<file path="src/rtl/shcmd_params.svh">
`ifndef SHCMD_PARAMS_SVH
`define SHCMD_PARAMS_SVH

`define SHCMD_FAM_RDREG      8'h41
`define SHCMD_FAM_ATTR       8'h42
`define SHCMD_FAM_DUMP       8'h43
`define SHCMD_FAM_ENABLE     8'h44

`define SHCMD_IDX_OPTICAL    3'h0
`define SHCMD_IDX_TEMP       3'h1
`define SHCMD_IDX_ECG        3'h2
`define SHCMD_IDX_SPO2       3'h3
`define SHCMD_IDX_ACCEL      3'h4
`define SHCMD_NUM_SENSORS    5

`define SHCMD_VAL_DISABLE    8'h00
`define SHCMD_VAL_ENABLE     8'h01

`define SHCMD_STS_OK         8'h00
`define SHCMD_STS_BAD_CMD    8'h01
`define SHCMD_STS_NO_SENSOR  8'h02
`define SHCMD_STS_BUSY       8'h03

`define SHCMD_CLK_HZ         50000000
`define SHCMD_SETTLE_OPT_MS  250
`define SHCMD_SETTLE_TMP_MS  20
`define SHCMD_SETTLE_ECG_MS  20
`define SHCMD_SETTLE_SPO_MS  40
`define SHCMD_SETTLE_ACC_MS  20
`define SHCMD_MS_CYCLES      (`SHCMD_CLK_HZ / 1000)

`endif

</file>
<file path="src/rtl/shcmd_pkg.sv">
package shcmd_pkg;
   // One byte on the host command stream
   typedef struct packed {
      logic [7:0] data;
      logic       last;
   } shcmd_byte_t;

   // Access to the attached sensor registers
   typedef struct packed {
      logic [2:0] sensor;
      logic [7:0] addr;
   } shcmd_sreq_t;

   typedef enum logic [2:0] {
      SHCMD_IDLE   = 3'b000,
      SHCMD_ARGS   = 3'b001,
      SHCMD_RDREQ  = 3'b010,
      SHCMD_RDWAIT = 3'b011,
      SHCMD_RESP   = 3'b100,
      SHCMD_DUMP   = 3'b101,
      SHCMD_FLUSH  = 3'b110
   } shcmd_state_t;
endpackage

</file>
<file path="src/rtl/shcmd_sensor_cmds.sv">
// Behaviour
// - Family 0x41 takes an index and one address byte and returns the register value, index 0x02 is ECG.
// - In family 0x41 index 0x03 reads the pulse-oximetry sensor and 0x04 the accelerometer.
// - Family 0x42 takes no write bytes and returns word width in bytes then register count.
// - Attribute index 0x00..0x04 selects optical, temperature, ECG, pulse-oximetry, accelerometer.
// - Family 0x43 takes no write bytes and returns address then value for every register in order.
// - Dump with index 0x01 covers the temperature sensor and 0x02 the ECG front end.
// - Dump with index 0x04 streams accelerometer pairs and 0x03 pulse-oximetry pairs.
// - Family 0x44 takes one byte, 0x00 disables, 0x01 enables, optical index needs 250ms settle.
// - Enable index 0x01 switches the temperature sensor and needs 20ms settle.
// - Enable index 0x02 switches the ECG front end and needs 20ms settle.
// - Enable index 0x03 switches the pulse-oximetry sensor and needs 40ms settle.
`include "shcmd_params.svh"
module shcmd_sensor_cmds
   import shcmd_pkg::*;
#(
   parameter logic [4:0]  PRESENT_MASK = 5'h1f,
   parameter logic [39:0] WORD_BYTES   = 40'h01_01_03_01_01,
   parameter logic [39:0] REG_COUNT    = 40'h40_40_40_08_40,
   parameter int          SETTLE_DIV   = `SHCMD_MS_CYCLES
) (
   input  wire logic        sys_clk,
   input  wire logic        rst,
   input  wire shcmd_byte_t cmd_in,
   input  wire logic        cmd_valid,
   output logic             cmd_ready,
   output shcmd_byte_t      rsp_out,
   output logic             rsp_valid,
   input  wire logic        rsp_ready,
   output shcmd_sreq_t      sreq,
   output logic             sreq_valid,
   input  wire logic        sreq_ack,
   input  wire logic [7:0]  sreq_rdata,
   output logic [4:0]       sensor_en,
   output logic             busy
);
   localparam int MS_W = $clog2(SETTLE_DIV + 1);

   // Refused at elaboration, a zero divider would never end a settle
   if (SETTLE_DIV < 1) begin : g_bad_div
      $error("SETTLE_DIV must be at least one");
   end

   // ==========================================
   // Command decode state
   shcmd_state_t state_r;
   logic [7:0]   fam_r;
   logic [2:0]   idx_r;
   logic         idx_bad_r;
   logic [1:0]   argc_r;
   logic [7:0]   arg_r;
   logic [7:0]   rd_val_r;
   logic [7:0]   dump_addr_r;
   logic         dump_half_r;
   logic [1:0]   rsp_cnt_r;
   logic [7:0]   sreq_addr_r;
   logic         sreq_valid_r;
   logic [4:0]   sensor_en_r;
   logic [8:0]   settle_ms_r;
   logic [MS_W-1:0] ms_cnt_r;

   // Two-entry skid buffer on the answer path
   shcmd_byte_t  buf_r [2];
   logic [1:0]   buf_cnt_r;
   shcmd_byte_t  push_data;
   logic         push;
   logic         buf_space;
   logic         pop;
   logic         rsp_valid_r;

   assign buf_space = (buf_cnt_r != 2'd2);
   assign pop       = (buf_cnt_r != 2'd0) && rsp_ready;

   logic [7:0] reg_cnt;
   logic [7:0] word_bytes;
   assign reg_cnt    = REG_COUNT[idx_r*8 +: 8];
   assign word_bytes = WORD_BYTES[idx_r*8 +: 8];

   logic take;
   assign take = cmd_valid && cmd_ready;

   logic [7:0] settle_ms;
   always_comb begin
      unique case (idx_r)
         `SHCMD_IDX_OPTICAL: settle_ms = 8'(`SHCMD_SETTLE_OPT_MS);
         `SHCMD_IDX_TEMP:    settle_ms = 8'(`SHCMD_SETTLE_TMP_MS);
         `SHCMD_IDX_ECG:     settle_ms = 8'(`SHCMD_SETTLE_ECG_MS);
         `SHCMD_IDX_SPO2:    settle_ms = 8'(`SHCMD_SETTLE_SPO_MS);
         default:            settle_ms = 8'(`SHCMD_SETTLE_ACC_MS);
      endcase
   end

   // ==========================================
   // Answer byte selection
   always_comb begin
      push           = 1'b0;
      push_data.data = 8'h00;
      push_data.last = 1'b0;
      if (buf_space) begin
         unique case (state_r)
            SHCMD_RESP: begin
               push = 1'b1;
               if (fam_r == `SHCMD_FAM_ATTR && !idx_bad_r) begin
                  push_data.data = (rsp_cnt_r == 2'd0) ? word_bytes : reg_cnt;
                  push_data.last = (rsp_cnt_r == 2'd1);
               end else if (fam_r == `SHCMD_FAM_RDREG && !idx_bad_r) begin
                  push_data.data = rd_val_r;
                  push_data.last = 1'b1;
               end else begin
                  push_data.data = idx_bad_r ? `SHCMD_STS_NO_SENSOR : `SHCMD_STS_BAD_CMD;
                  push_data.last = 1'b1;
                  if (fam_r == `SHCMD_FAM_ENABLE && !idx_bad_r) begin
                     push_data.data = `SHCMD_STS_OK;
                  end
               end
            end
            SHCMD_DUMP: begin
               push           = dump_half_r || !sreq_valid_r;
               push_data.data = dump_half_r ? rd_val_r : dump_addr_r;
               push_data.last = dump_half_r && (dump_addr_r == reg_cnt - 8'd1);
            end
            default: push = 1'b0;
         endcase
      end
   end

   // ==========================================
   // Command sequencer
   always_ff @(posedge sys_clk) begin
      if (rst) begin
         state_r      <= SHCMD_IDLE;
         fam_r        <= 8'h00;
         idx_r        <= 3'h0;
         idx_bad_r    <= 1'b0;
         argc_r       <= 2'd0;
         arg_r        <= 8'h00;
         rd_val_r     <= 8'h00;
         dump_addr_r  <= 8'h00;
         dump_half_r  <= 1'b0;
         rsp_cnt_r    <= 2'd0;
         sreq_addr_r  <= 8'h00;
         sreq_valid_r <= 1'b0;
      end else begin
         unique case (state_r)
            SHCMD_IDLE: if (take) begin
               fam_r     <= cmd_in.data;
               argc_r    <= 2'd0;
               rsp_cnt_r <= 2'd0;
               state_r   <= cmd_in.last ? SHCMD_RESP : SHCMD_ARGS;
               idx_bad_r <= 1'b1;
            end
            SHCMD_ARGS: if (take) begin
               argc_r <= argc_r + 2'd1;
               if (argc_r == 2'd0) begin
                  idx_r     <= cmd_in.data[2:0];
                  // Unknown or absent sensors never reach the sensor bus
                  idx_bad_r <= (cmd_in.data > 8'h04) || !PRESENT_MASK[cmd_in.data[2:0]];
               end else begin
                  arg_r <= cmd_in.data;
               end
               if (cmd_in.last) begin
                  if (idx_bad_r && argc_r != 2'd0) state_r <= SHCMD_RESP;
                  else if (argc_r == 2'd0 && ((cmd_in.data > 8'h04) || !PRESENT_MASK[cmd_in.data[2:0]]))
                     state_r <= SHCMD_RESP;
                  else if (fam_r == `SHCMD_FAM_RDREG && argc_r == 2'd1) begin
                     sreq_addr_r  <= cmd_in.data;
                     sreq_valid_r <= 1'b1;
                     state_r      <= SHCMD_RDWAIT;
                  end else if (fam_r == `SHCMD_FAM_DUMP && argc_r == 2'd0) begin
                     dump_addr_r <= 8'h00;
                     dump_half_r <= 1'b0;
                     state_r     <= SHCMD_DUMP;
                  end else begin
                     // Good indices left by the branches above
                     idx_bad_r <= 1'b0;
                     state_r   <= SHCMD_RESP;
                     if (!((fam_r == `SHCMD_FAM_ATTR && argc_r == 2'd0) ||
                           (fam_r == `SHCMD_FAM_ENABLE && argc_r == 2'd1 && cmd_in.data <= 8'h01)))
                        fam_r <= 8'h00;
                  end
               end
            end
            SHCMD_RDWAIT: if (sreq_ack) begin
               sreq_valid_r <= 1'b0;
               rd_val_r     <= sreq_rdata;
               state_r      <= SHCMD_RESP;
            end
            SHCMD_RESP: if (push) begin
               rsp_cnt_r <= rsp_cnt_r + 2'd1;
               if (push_data.last) state_r <= SHCMD_FLUSH;
            end
            SHCMD_DUMP: begin
               if (!dump_half_r && !sreq_valid_r && push) begin
                  sreq_addr_r  <= dump_addr_r;
                  sreq_valid_r <= 1'b1;
               end else if (sreq_valid_r && sreq_ack) begin
                  sreq_valid_r <= 1'b0;
                  rd_val_r     <= sreq_rdata;
                  dump_half_r  <= 1'b1;
               end else if (dump_half_r && push) begin
                  dump_half_r <= 1'b0;
                  dump_addr_r <= dump_addr_r + 8'd1;
                  if (push_data.last) state_r <= SHCMD_FLUSH;
               end
            end
            SHCMD_FLUSH: if (ms_cnt_r == '0 && settle_ms_r == 9'd0) state_r <= SHCMD_IDLE;
            default: state_r <= SHCMD_IDLE;
         endcase
      end
   end

   // ==========================================
   // Sensor enables and settle timer
   // Busy is held through settle and cmd_ready stays low, so a host that ignores it is stalled
   always_ff @(posedge sys_clk) begin
      if (rst) begin
         sensor_en_r <= 5'h00;
         settle_ms_r <= 9'd0;
         ms_cnt_r    <= '0;
      end else if (state_r == SHCMD_RESP && push && fam_r == `SHCMD_FAM_ENABLE && !idx_bad_r) begin
         sensor_en_r[idx_r] <= (arg_r == `SHCMD_VAL_ENABLE);
         settle_ms_r        <= {1'b0, settle_ms};
         ms_cnt_r           <= MS_W'(SETTLE_DIV - 1);
      end else if (settle_ms_r != 9'd0) begin
         if (ms_cnt_r == '0) begin
            settle_ms_r <= settle_ms_r - 9'd1;
            ms_cnt_r    <= (settle_ms_r == 9'd1) ? '0 : MS_W'(SETTLE_DIV - 1);
         end else begin
            ms_cnt_r <= ms_cnt_r - MS_W'(1);
         end
      end
   end

   // ==========================================
   // Answer buffer
   always_ff @(posedge sys_clk) begin
      if (rst) begin
         buf_cnt_r   <= 2'd0;
         rsp_valid_r <= 1'b0;
         buf_r[0]    <= '0;
         buf_r[1]    <= '0;
      end else begin
         if (pop) buf_r[0] <= buf_r[1];
         if (push) buf_r[(pop ? buf_cnt_r - 2'd1 : buf_cnt_r) == 2'd0 ? 0 : 1] <= push_data;
         buf_cnt_r   <= buf_cnt_r + {1'b0, push} - {1'b0, pop};
         // Registered copy keeps the valid output straight off a flop
         rsp_valid_r <= (buf_cnt_r + {1'b0, push} - {1'b0, pop}) != 2'd0;
      end
   end

   always_ff @(posedge sys_clk) begin
      if (rst) cmd_ready <= 1'b0;
      else cmd_ready <= (state_r == SHCMD_IDLE || state_r == SHCMD_ARGS) && !(take && cmd_in.last);
   end

   always_ff @(posedge sys_clk) begin
      if (rst) busy <= 1'b0;
      else busy <= (state_r != SHCMD_IDLE) || take;
   end

   assign rsp_out    = buf_r[0];
   assign rsp_valid  = rsp_valid_r;
   assign sreq       = '{sensor: idx_r, addr: sreq_addr_r};
   assign sreq_valid = sreq_valid_r;
   assign sensor_en  = sensor_en_r;
endmodule

</file>
<file path="config.mk">
export PLATFORM = sky130hd
export DESIGN_NAME = shcmd_sensor_cmds
export DESIGN_NICKNAME = d
export VERILOG_FILES = /design/src/rtl/shcmd_pkg.sv /design/src/rtl/shcmd_sensor_cmds.sv
export VERILOG_INCLUDE_DIRS = /design/src /design/src/rtl
export SDC_FILE = /design/constraint.sdc
export NUM_CORES = 1
export LEC_CHECK = 0
export BUFFER_PORTS_ARGS = -buffer_cell sky130_fd_sc_hd__buf_2
export CAP_MARGIN = 25
export CORE_MARGIN = 2
export CORE_UTILIZATION = 60
export DETAILED_ROUTE_END_ITERATION = 16
export PLACE_DENSITY_LB_ADDON = 0.08
export RECOVER_POWER = 100
export SYNTH_ARGS = -nofsm -noshare
export SYNTH_HDL_FRONTEND = slang
export SYNTH_SLANG_ARGS = --single-unit
</file>
<file path="constraint.sdc">
create_clock -name sys_clk -period 3.4 [get_ports sys_clk]
set_input_delay 0.68 -clock sys_clk [delete_from_list [all_inputs] [get_ports sys_clk]]
set_output_delay 0.68 -clock sys_clk [all_outputs]
set_load 0.01 [all_outputs]
</file>
Word level (Yosys, flattened, before mapping)

Memories as Yosys holds them, arrays and structs flattened.
Index checks and enable logic that the tools add are counted.

Bitwise logic cells: 2
Equal/unequal tests: 36
Shift operators: 2
Magnitude comparators: 5
Add/sub/neg operators: 9
Reduce and logical (&&, ||, !) cells: 68
Muxes and demuxes: 115

Operators by type and width:

| kind                                                        | count |
|---|---|
| two-way mux 8 bit                                           | 31 |
| case mux 8 bit (2 select lines)                             | 5 |
| variable part select 40 x 7 -> 8 bit (first input constant) | 2 |
| two-way mux 16 bit                                          | 4 |
| two-way mux 9 bit                                           | 5 |
| two-way mux 3 bit                                           | 14 |
| two-way mux 1 bit                                           | 40 |
| != test 2 bit (second input constant)                       | 19 |
| == test 8 x 7 -> 1 bit (second input constant)              | 4 |
| AND reduction 9 bit                                         | 3 |
| logical AND 1 bit                                           | 24 |
| case mux 3 bit (6 select lines)                             | 1 |
| case mux 9 bit (2 select lines)                             | 1 |
| nonzero test 2 bit                                          | 9 |
| logical NOT 16 bit                                          | 1 |
| subtractor 16 x 1 -> 16 bit (second input constant)         | 1 |
| two-way mux 2 bit                                           | 6 |
| AND reduction 3 bit                                         | 4 |
| AND reduction 10 bit                                        | 1 |
| == test 3 bit (second input constant)                       | 3 |
| == test 9 x 1 -> 1 bit (second input constant)              | 1 |
| logical NOT 9 bit                                           | 1 |
| nonzero test 9 bit                                          | 1 |
| OR reduction 9 bit                                          | 1 |
| 34 further kinds                                            | 55 |

RAM bits: 18
Register bits after elaboration: 88
Memories: 2
Bits of input ports: 22
Bits in read-only memories: 8

Memories:

| name             | depth | width | rd ports | clocked after memory_dff | write ports | line                     | source |
|---|---|---|---|---|---|---|---|
| buf_r            | 2     | 9     | 2        | 0                        | 2           | shcmd_sensor_cmds.sv:63  | `shcmd_byte_t buf_r [2];` |
| (name not given) | 8     | 1     | 1        | 0                        | 0           | shcmd_sensor_cmds.sv:163 | `else if (argc_r == 2'd0 && ((cmd_in.data > 8'h04) \|\| !PRESENT_MASK[cmd_in.data[2:0]]))` |

Logic depth before layout (Yosys ltp)

Gate-level depths: netlist of the first run.

Depth after elaboration: 12
Depth in mapped cells: 11
Depth with buffers taken out: 10

Worst setup path after synthesis of the first run

Ideal clock, no wire load.

Kind: flip-flop to flip-flop
From: register idx_r[1]
To: register state_r[0]
Clock period less this slack: 2.477 ns
Buffers on the path: 1
Data arrival time: 2.354 ns
Stages on the path, launching flop included: 9
Data required time: 3.277 ns
Setup slack: 0.923 ns
Cell sequence: dfxtp_1 clkbuf_1 mux2_2 ha_1 xnor2_1 nor3_1 a32oi_1 a311oi_1 mux2_1

Longest elaborated chain between the ends: 11
Elaborated cells between the ends (all ways): 12

Ends and longest elaborated chain:

| item                                     | line                     | source |
|---|---|---|
| from (decl)                              | shcmd_sensor_cmds.sv:48  | `logic [2:0] idx_r;` |
| from (signal assigned)                   | shcmd_sensor_cmds.sv:155 | `idx_r <= cmd_in.data[2:0];` |
| variable part select 40 x 7 -> 8 bit (*) | shcmd_sensor_cmds.sv:76  | `assign reg_cnt = REG_COUNT[idx_r*8 +: 8];` |
| subtractor 8 x 1 -> 8 bit (*)            | shcmd_sensor_cmds.sv:120 | `push_data.last = dump_half_r && (dump_addr_r == reg_cnt - 8'd1);` |
| == test 8 bit (*)                        | shcmd_sensor_cmds.sv:120 |  |
| logical AND 1 bit (*)                    | shcmd_sensor_cmds.sv:120 |  |
| case mux 9 bit (2 select lines) (*)      | shcmd_sensor_cmds.sv:100 | `unique case (state_r)` |
| two-way mux 9 bit (*)                    | shcmd_sensor_cmds.sv:99  | `if (buf_space) begin` |
| two-way mux 3 bit (*)                    | --                       |  |
| two-way mux 3 bit (3 in a row)           | --                       |  |
| case mux 3 bit (6 select lines) (*)      | --                       |  |
| to (signal assigned)                     | shcmd_sensor_cmds.sv:149 | `state_r <= cmd_in.last ? SHCMD_RESP : SHCMD_ARGS;` |
| to (decl)                                | shcmd_sensor_cmds.sv:46  | `shcmd_state_t state_r;` |

Every way passes the cells marked *; elsewhere a longest branch is shown, timed or not. The select of a mux whose other input is x is not followed.
A chain may end at the register's enable or synchronous reset.

Worst setup path after layout of the first run

From: register ms_cnt_r[0]
To: register settle_ms_r[7]

Longest elaborated chain between the ends: 3

Ends and longest elaborated chain:

| item                          | line                     | source |
|---|---|---|
| from (decl)                   | shcmd_sensor_cmds.sv:60  | `logic [MS_W-1:0] ms_cnt_r;` |
| from (signal assigned)        | shcmd_sensor_cmds.sv:223 | `ms_cnt_r <= MS_W'(SETTLE_DIV - 1);` |
| from (signal assigned)        | shcmd_sensor_cmds.sv:227 | `ms_cnt_r <= (settle_ms_r == 9'd1) ? '0 : MS_W'(SETTLE_DIV - 1);` |
| from (signal assigned)        | shcmd_sensor_cmds.sv:229 | `ms_cnt_r <= ms_cnt_r - MS_W'(1);` |
| logical NOT 16 bit            | shcmd_sensor_cmds.sv:225 | `if (ms_cnt_r == '0) begin` |
| nonzero test 2 bit (no line)  | --                       |  |
| AND reduction 2 bit (no line) | --                       |  |
| to (signal assigned)          | shcmd_sensor_cmds.sv:222 | `settle_ms_r <= {1'b0, settle_ms};` |
| to (signal assigned)          | shcmd_sensor_cmds.sv:226 | `settle_ms_r <= settle_ms_r - 9'd1;` |
| to (decl)                     | shcmd_sensor_cmds.sv:59  | `logic [8:0] settle_ms_r;` |

Every way passes these cells.

==> results of run 1 <==
==> power groups by stage <==
stage	sequential [uW]	combinational [uW]	clock, uW
detailed placement	1690	1880	0
global placement	1680	1830	0
floorplan	1630	1510	0
finish	1670	1830	778
CTS	1670	1890	788
global route	1700	1990	833
==> metal layers <==
metal,global-route usage [%],vias up,share of wire [%],wire length [um]
met5,0,-,0,0
met4,9.69,0,1.6,215
met3,4.92,21,5.5,742
met2,41.8,159,47,6290
met1,36.0,2335,46,6200
li1,-,2424,-,-
==> per-stage QoR <==
stage / setup slack (ps) / hold WS (ps)
after global placement: 804 / 442
after floorplan: 923 / 432
final: 539 / 475
after CTS: 820 / 468
after global routing: 402 / 494
after detailed placement: 750 / 449
==> state kept, by name (all words and copies together) (netlist names), 3 cells and up <==
name / cells
fam_r: 8
sreq_addr_r: 8
arg_r: 8
dump_addr_r: 8
sensor_en: 5
settle_ms_r: 9
ms_cnt_r: 16
buf_r: 18
idx_r: 3
rd_val_r: 8
state_r: 3
==> kinds of logic after synthesis <==
family / Yosys count
flops: 106
xor+xnor: 18
buf+inv: 60
mux: 31
fa+ha+maj: 14
simple gates: 269
compound gates: 145
==> final cells by class <==
cell class                 count  area share, %
multi-input combinational    477           50.5
sequential                   106           38.4
timing repair buffer          58           4.32
clock buffer                  11           2.52
tap                          111           2.31
inverter                      20           1.25
clock inverter                 5          0.730
==> placed cells by master, fill, tap and decap left out, types with 7 or more instances in the layout <==
cell      netlist  final
dfxtp_1        88     88
nor2_1         82     83
nand2_1        48     48
clkbuf_1       29     33
mux2i_1        29     29
a21oi_1        29     29
nand3_1        28     28
o21ai_0        24     25
inv_1          20     20
buf_2           8     20
edfxtp_1       18     18
nor3_1         15     16
ha_1           14     14
nor4_1         13     13
a311oi_1       12     12
nand2b_1       11     11
a31oi_1        10     11
a211oi_1       11     11
clkbuf_8        0     11
nor2b_1        10     10
xnor2_1        10     10
a22o_1          9      9
o22ai_1         8      9
or3_1           8      8
xor2_1          8      8
or4_1           6      7
nand4_1         7      7
==> how the worst max path moves through the flow <==
stage                     endpoint  slack [ps]  cells after the start
finish              settle_ms_r[7]         540                      7
global route        settle_ms_r[1]         400                      8
CTS                     state_r[0]         820                      8
detailed placement  dump_addr_r[5]         750                      6
global placement    dump_addr_r[5]         800                      6
floorplan               state_r[0]         920                      8
==> worst max-delay path: stages (launching register included) <==
cell	delay, ps
dfxtp_1	360
inv_1	110
ha_1	190
or4b_2	650
or4_1	570
o22ai_1	430
o21ai_0	160
a221oi_1	280
==> flow_metrics.env, run 1 <==
export IMPL_grt_ovfl_total=0
export IMPL_netlist_instances=643
export IMPL_reg2reg_depth=7
export IMPL_multi_input_area_um2=3030
export IMPL_min_from="settle_ms_r[8]"
export IMPL_drcViolationCount=0
export IMPL_cp_startpoint="ms_cnt_r[0]"
export IMPL_grt_pass1_wl_um=21200
export IMPL_period_needed_ps=2860
export IMPL_nets=708
export IMPL_violations="max-capacitance violations, max-slew violations"
export IMPL_p_total_uw=4280
export IMPL_die_h_um=101
export IMPL_synth_distinct_cells=72
export IMPL_ios=51
export IMPL_firstDrtPassIters=5
export IMPL_clock_sinks=106
export IMPL_grt_pass1_vias=4417
export IMPL_start_util_pct=61.2
export IMPL_netlist_top_cells_count="88 x dfxtp_1, 82 x nor2_1, 48 x nand2_1"
export IMPL_drv_slew=82
export IMPL_hp_class="reg -> reg"
export IMPL_synth_edf_count=18
export IMPL_r2r_start="ms_cnt_r[0]"
export IMPL_via_per_inst=6.27
export IMPL_grt_max_degree=82
export IMPL_gp_congestion=0.984
export IMPL_ys_top_cells_by_area="dfxtp_1 31%, edfxtp_1 9.7%, nor2_1 5.5%"
export IMPL_regArea_um2=2300
export IMPL_n_antenna_cell=0
export IMPL_port_buffers=50
export IMPL_slew_headroom_pct=-6.77
export IMPL_yosysTopAreaCell="dfxtp_1"
export IMPL_antenna_found_initial=0
export IMPL_fillCellCount=797
export IMPL_synth_top_family_by_area="simple AND/OR/NAND/NOR gates"
export IMPL_syn_to_final_growth_pct=7.17
export IMPL_die_w_um=101
export IMPL_synthMuxAreaShare_pct=5.59
export IMPL_path_max_fanout=6
export IMPL_yosysSeqAreaShare_pct=41.1
export IMPL_wire_per_inst_um=17.1
export IMPL_max_freq_mhz=350
export IMPL_cellLeakagePower_uw=0.00211
export IMPL_cts_tree="yes"
export IMPL_worstReg2RegEnd="settle_ms_r[7]"
export IMPL_cts_resized=0
export IMPL_fin_skew_ps=17.1
export IMPL_internal_power_uw=2480
export IMPL_synth_cell_area_um2=5600
export IMPL_power_density_nw_per_um2=714
export IMPL_clk_pin_slew_ps=100
export IMPL_min_to="settle_ms_r[8]"
export IMPL_synth_compound_area_share_pct=18.1
export IMPL_setup_viol=0
export IMPL_placed_cell_area_um2=5890
export IMPL_synth_simple_area_share_pct=25.1
export IMPL_start_kind="register"
export IMPL_gr_usage_all_layers_pct=26.4
export IMPL_crit_type="reg -> reg"
export IMPL_dp_cells=772
export IMPL_synthFlopType="dfxtp_1"
export IMPL_tightest_slew_ps=1600
export IMPL_numCtsBuffers=9
export IMPL_endpoint_kind="register"
export IMPL_status="complete, but fails checks"
export IMPL_hpwl_um=9600
export IMPL_syn_num_nets=679
export IMPL_wl_um=13400
export IMPL_synthArstFlopShare_pct=0
export IMPL_die_area_um2=10100
export IMPL_insertion_delay_ps=400
export IMPL_cp_required_ps=3670
export IMPL_rsz0062_at_grt="no"
export IMPL_stdcell_area_um2=6000
export IMPL_cts_setup_buffers=0
export IMPL_placementRows=35
export IMPL_cts_max_level=3
export IMPL_dr_first_iter_drc_count=326
export IMPL_cap_viol_max_count=1
export IMPL_p_sw_share_pct=42.2
export IMPL_vias=4939
export IMPL_synth_most_common_cell="dfxtp_1"
export IMPL_ant_nets=0
export IMPL_synth_adder_area_share_pct=3.13
export IMPL_switchingPower_uw=1810
export IMPL_final_util_pct=65.6
export IMPL_min_path_cells=2
export IMPL_syn_area_per_cell_um2=8.71
export IMPL_yosysTopAreaCellShare_pct=31.5
export IMPL_hold_violations=0
export IMPL_drive_gt1_share_pct=8.12
export IMPL_p_seq_share_pct=39.1
export IMPL_fin_crit_sh_pct=84.1
export IMPL_ys_warn_count=0
export IMPL_r2r_slack_ps=540
export IMPL_critPathArrivalTime_ps=3130
export IMPL_p_clk_share_pct=18.2
export IMPL_clock_path_buffers=2
export IMPL_instances_no_fill=788
export IMPL_cts_root_buffer="clkbuf_8"
export IMPL_combPwrFrac_pct=42.8
export IMPL_yosys_register_bits=106
export IMPL_peakVddDrop_mv=0.306
export IMPL_hold_buffers=0
export IMPL_synth_xor_area_share_pct=2.82
export IMPL_final_setup_tns_ps=0
export IMPL_coreArea_um2=9150
(Power assumes the default switching activity.)
==> run 2: changes to the inputs <==
Settings changed: ABC_AREA set to 1.
Clock period 3.4 ns to 2.9 ns, I/O delays scaled along.
==> flow_metrics.env, run 2 <==
export IMPL_hold_ws_ps=432
export IMPL_grt_busiest_layer="met2"
export IMPL_cts_root_buffer="clkbuf_8"
export IMPL_final_common_cell="nand2_1"
export IMPL_fillCellCount=910
export IMPL_synth_adder_area_share_pct=2.90
export IMPL_synthArstFlopShare_pct=0
export IMPL_largest_register_ffs=18
export IMPL_start_util_pct=61.7
export IMPL_setup_viol=0
export IMPL_cellLeakagePower_uw=0.00284
export IMPL_via_per_inst=5.43
export IMPL_peakVddDrop_mv=0.611
export IMPL_grt_pass1_wl_um=25500
export IMPL_grtUsageMet3_pct=5.01
export IMPL_wire_per_inst_um=13.8
export IMPL_synth_distinct_cells=38
export IMPL_grt_use_met1_pct=38.4
export IMPL_endpoint_kind="register"
export IMPL_grt_ovfl_total=0
export IMPL_regMostFlops="buf_r"
export IMPL_numCtsBuffers=9
export IMPL_hpwl_um=11400
export IMPL_drive_gt1_share_pct=6.20
export IMPL_placementRows=36
export IMPL_die_w_um=104
export IMPL_syn_area_per_cell_um2=6.59
export IMPL_synth_simple_area_share_pct=35.2
export IMPL_cp_required_ps=3170
export IMPL_synth_compound_area_share_pct=12.9
export IMPL_max_freq_mhz=391
export IMPL_path_max_fanout=12
export IMPL_gr_usage_all_layers_pct=28.8
export IMPL_insertion_delay_ps=390
export IMPL_crit_type="reg -> reg"
export IMPL_ys_warn_count=0
export IMPL_ys_top_cells_by_area="dfxtp_1 29%, nand2_1 13%, nor2_1 9.9%"
export IMPL_reg_largest_list="buf_r: 18 flops, ms_cnt_r: 16 flops, settle_ms_r: 9 flops"
export IMPL_n_antenna_cell=0
export IMPL_coreArea_um2=9770
export IMPL_synth_top_family_by_area="simple AND/OR/NAND/NOR gates"
export IMPL_synthFlopType="dfxtp_1"
export IMPL_syn_num_nets=951
export IMPL_cap_viol_max_count=0
export IMPL_clock_sinks=106
export IMPL_cts_tree="yes"
export IMPL_regArea_um2=2300
export IMPL_yosysTopAreaCellShare_pct=29.2
export IMPL_gp_congestion=0.960
export IMPL_clk_pin_slew_ps=100
export IMPL_cts_max_level=3
export IMPL_port_buffers=50
export IMPL_power_density_nw_per_um2=979
export IMPL_grt_max_degree=49
export IMPL_synth_cell_area_um2=6030
export IMPL_instances_no_fill=1100
export IMPL_synth_edf_count=18
export IMPL_yosys_register_bits=106
export IMPL_die_h_um=104
export IMPL_nets=998
export IMPL_cts_setup_buffers=0
export IMPL_fin_ws_ps=341
export IMPL_met2_usage_pct=46.9
export IMPL_synth_most_common_cell="nand2_1"
export IMPL_synth_xor_area_share_pct=2.47
export IMPL_ios=51
export IMPL_ant_nets=0
export IMPL_dp_cells=1084
export IMPL_final_setup_tns_ps=0
export IMPL_multi_input_area_um2=3180
export IMPL_hold_violations=0
export IMPL_critPathArrivalTime_ps=2830
export IMPL_yosysTopAreaCell="dfxtp_1"
export IMPL_netlist_instances=915
export IMPL_start_kind="register"
export IMPL_fin_skew_ps=10.6
export IMPL_drcViolationCount=0
export IMPL_drv_slew=0
export IMPL_fin_crit_sh_pct=88.2
export IMPL_netlist_top_cells_count="215 x nand2_1, 159 x nor2_1, 99 x inv_1"
export IMPL_grt_pass1_vias=5444
export IMPL_synthMuxAreaShare_pct=0
export IMPL_dr_first_iter_drc_count=488
export IMPL_status="finished, final reports clean"
export IMPL_vias=5972
export IMPL_period_needed_ps=2560
export IMPL_cts_resized=0
export IMPL_syn_to_final_growth_pct=7.72
export IMPL_yosysSeqAreaShare_pct=38.2
export IMPL_antenna_found_initial=0
export IMPL_die_area_um2=10900
export IMPL_r2r_slack_ps=340
export IMPL_slew_headroom_pct=36.6
export IMPL_wl_um=15200
export IMPL_dp_slack_ps=543
export IMPL_hold_buffers=0
export IMPL_rsz0062_at_grt="no"
export IMPL_firstDrtPassIters=5
export IMPL_hp_class="in -> reg"
export IMPL_final_cell_mix="219 x nand2_1, 163 x nor2_1, 101 x inv_1"
export IMPL_clock_path_buffers=2
export IMPL_tightest_slew_ps=951
==> run 2: changes by cell type in the layout (fill, tap and decap cells not counted), moves of 9 or more <==
cell	change
a211oi_1	-10
a21oi_1	+19
a22o_1	-9
a311oi_1	-12
inv_1	+81
mux2i_1	-29
nand2_1	+171
nand2b_1	-11
nand3_1	+41
nor2_1	+80
nor2b_1	-9
nor4_1	-12
o21ai_0	+61
o22ai_1	-9
==> run 2: stage by stage <==
stage | util [%] | total power, uW | area (um^2)
floorplan | - | 4700 | 6030
global placement | 65.5 | 5440 | 6400
detailed placement | 65.5 | 5520 | 6400
CTS | 67.4 | 6430 | 6590
global route | 66.5 | 6970 | 6500
finish | 66.5 | 6360 | 6500
==> run 2: critical path, stage by stage, from the launching register on <==
cell and delay, ps:
dfxtp_1 450, nand2_1 160, nor2_1 540, inv_1 360, nor2_1 230, nor2_1 60
nand3_1 80, nor2_2 100, nand2_1 230, nand2_1 100, nand2_1 80, nor2_1 40
==> run 2: logic make-up (layout without fill, tap and decap cells) <==
| group | after synthesis | in the layout |
|---|---|---|
| AND/OR/NAND/NOR | 500 | 500 |
| AO/OA/AOI/OAI | 149 | 149 |
| buffers and inverters | 129 | 181 |
| flip-flops | 106 | 106 |
| XOR/XNOR | 17 | 17 |
| adder cells (fa/ha/maj) | 14 | 14 |
==> run 2: path summary, 6_finish.rpt <==
check | start | to | depth (start not counted)
worst max-delay path | state_r[0] | fam_r[0] | 11
worst min register to register | arg_r[1] | arg_r[1] | 2
worst min-delay path | sreq_rdata[2] | rd_val_r[2] | 3
worst max register to register | state_r[0] | fam_r[0] | 11
==> run 2: where the power goes <==
group	internal (uW)	switching (uW)
clock network	385	513
registers	1830	238
logic	1080	2320
total	3290	3070
==> run 2: layout make-up <==
class | instances | share of cell area [%]
Multi-Input combinational cell | 680 | 49.0
Sequential cell | 106 | 35.4
Inverter | 109 | 6.30
Timing Repair Buffer | 56 | 3.81
Clock buffer | 13 | 2.60
Tap cell | 133 | 2.56
Clock inverter | 3 | 0.327
==> run 2: routing by layer <==
layer	vias to the layer above	wire (um)
met1	2705	6670
met4	0	341
li1	3042	-
met2	199	7190
met3	26	960
met5	-	0
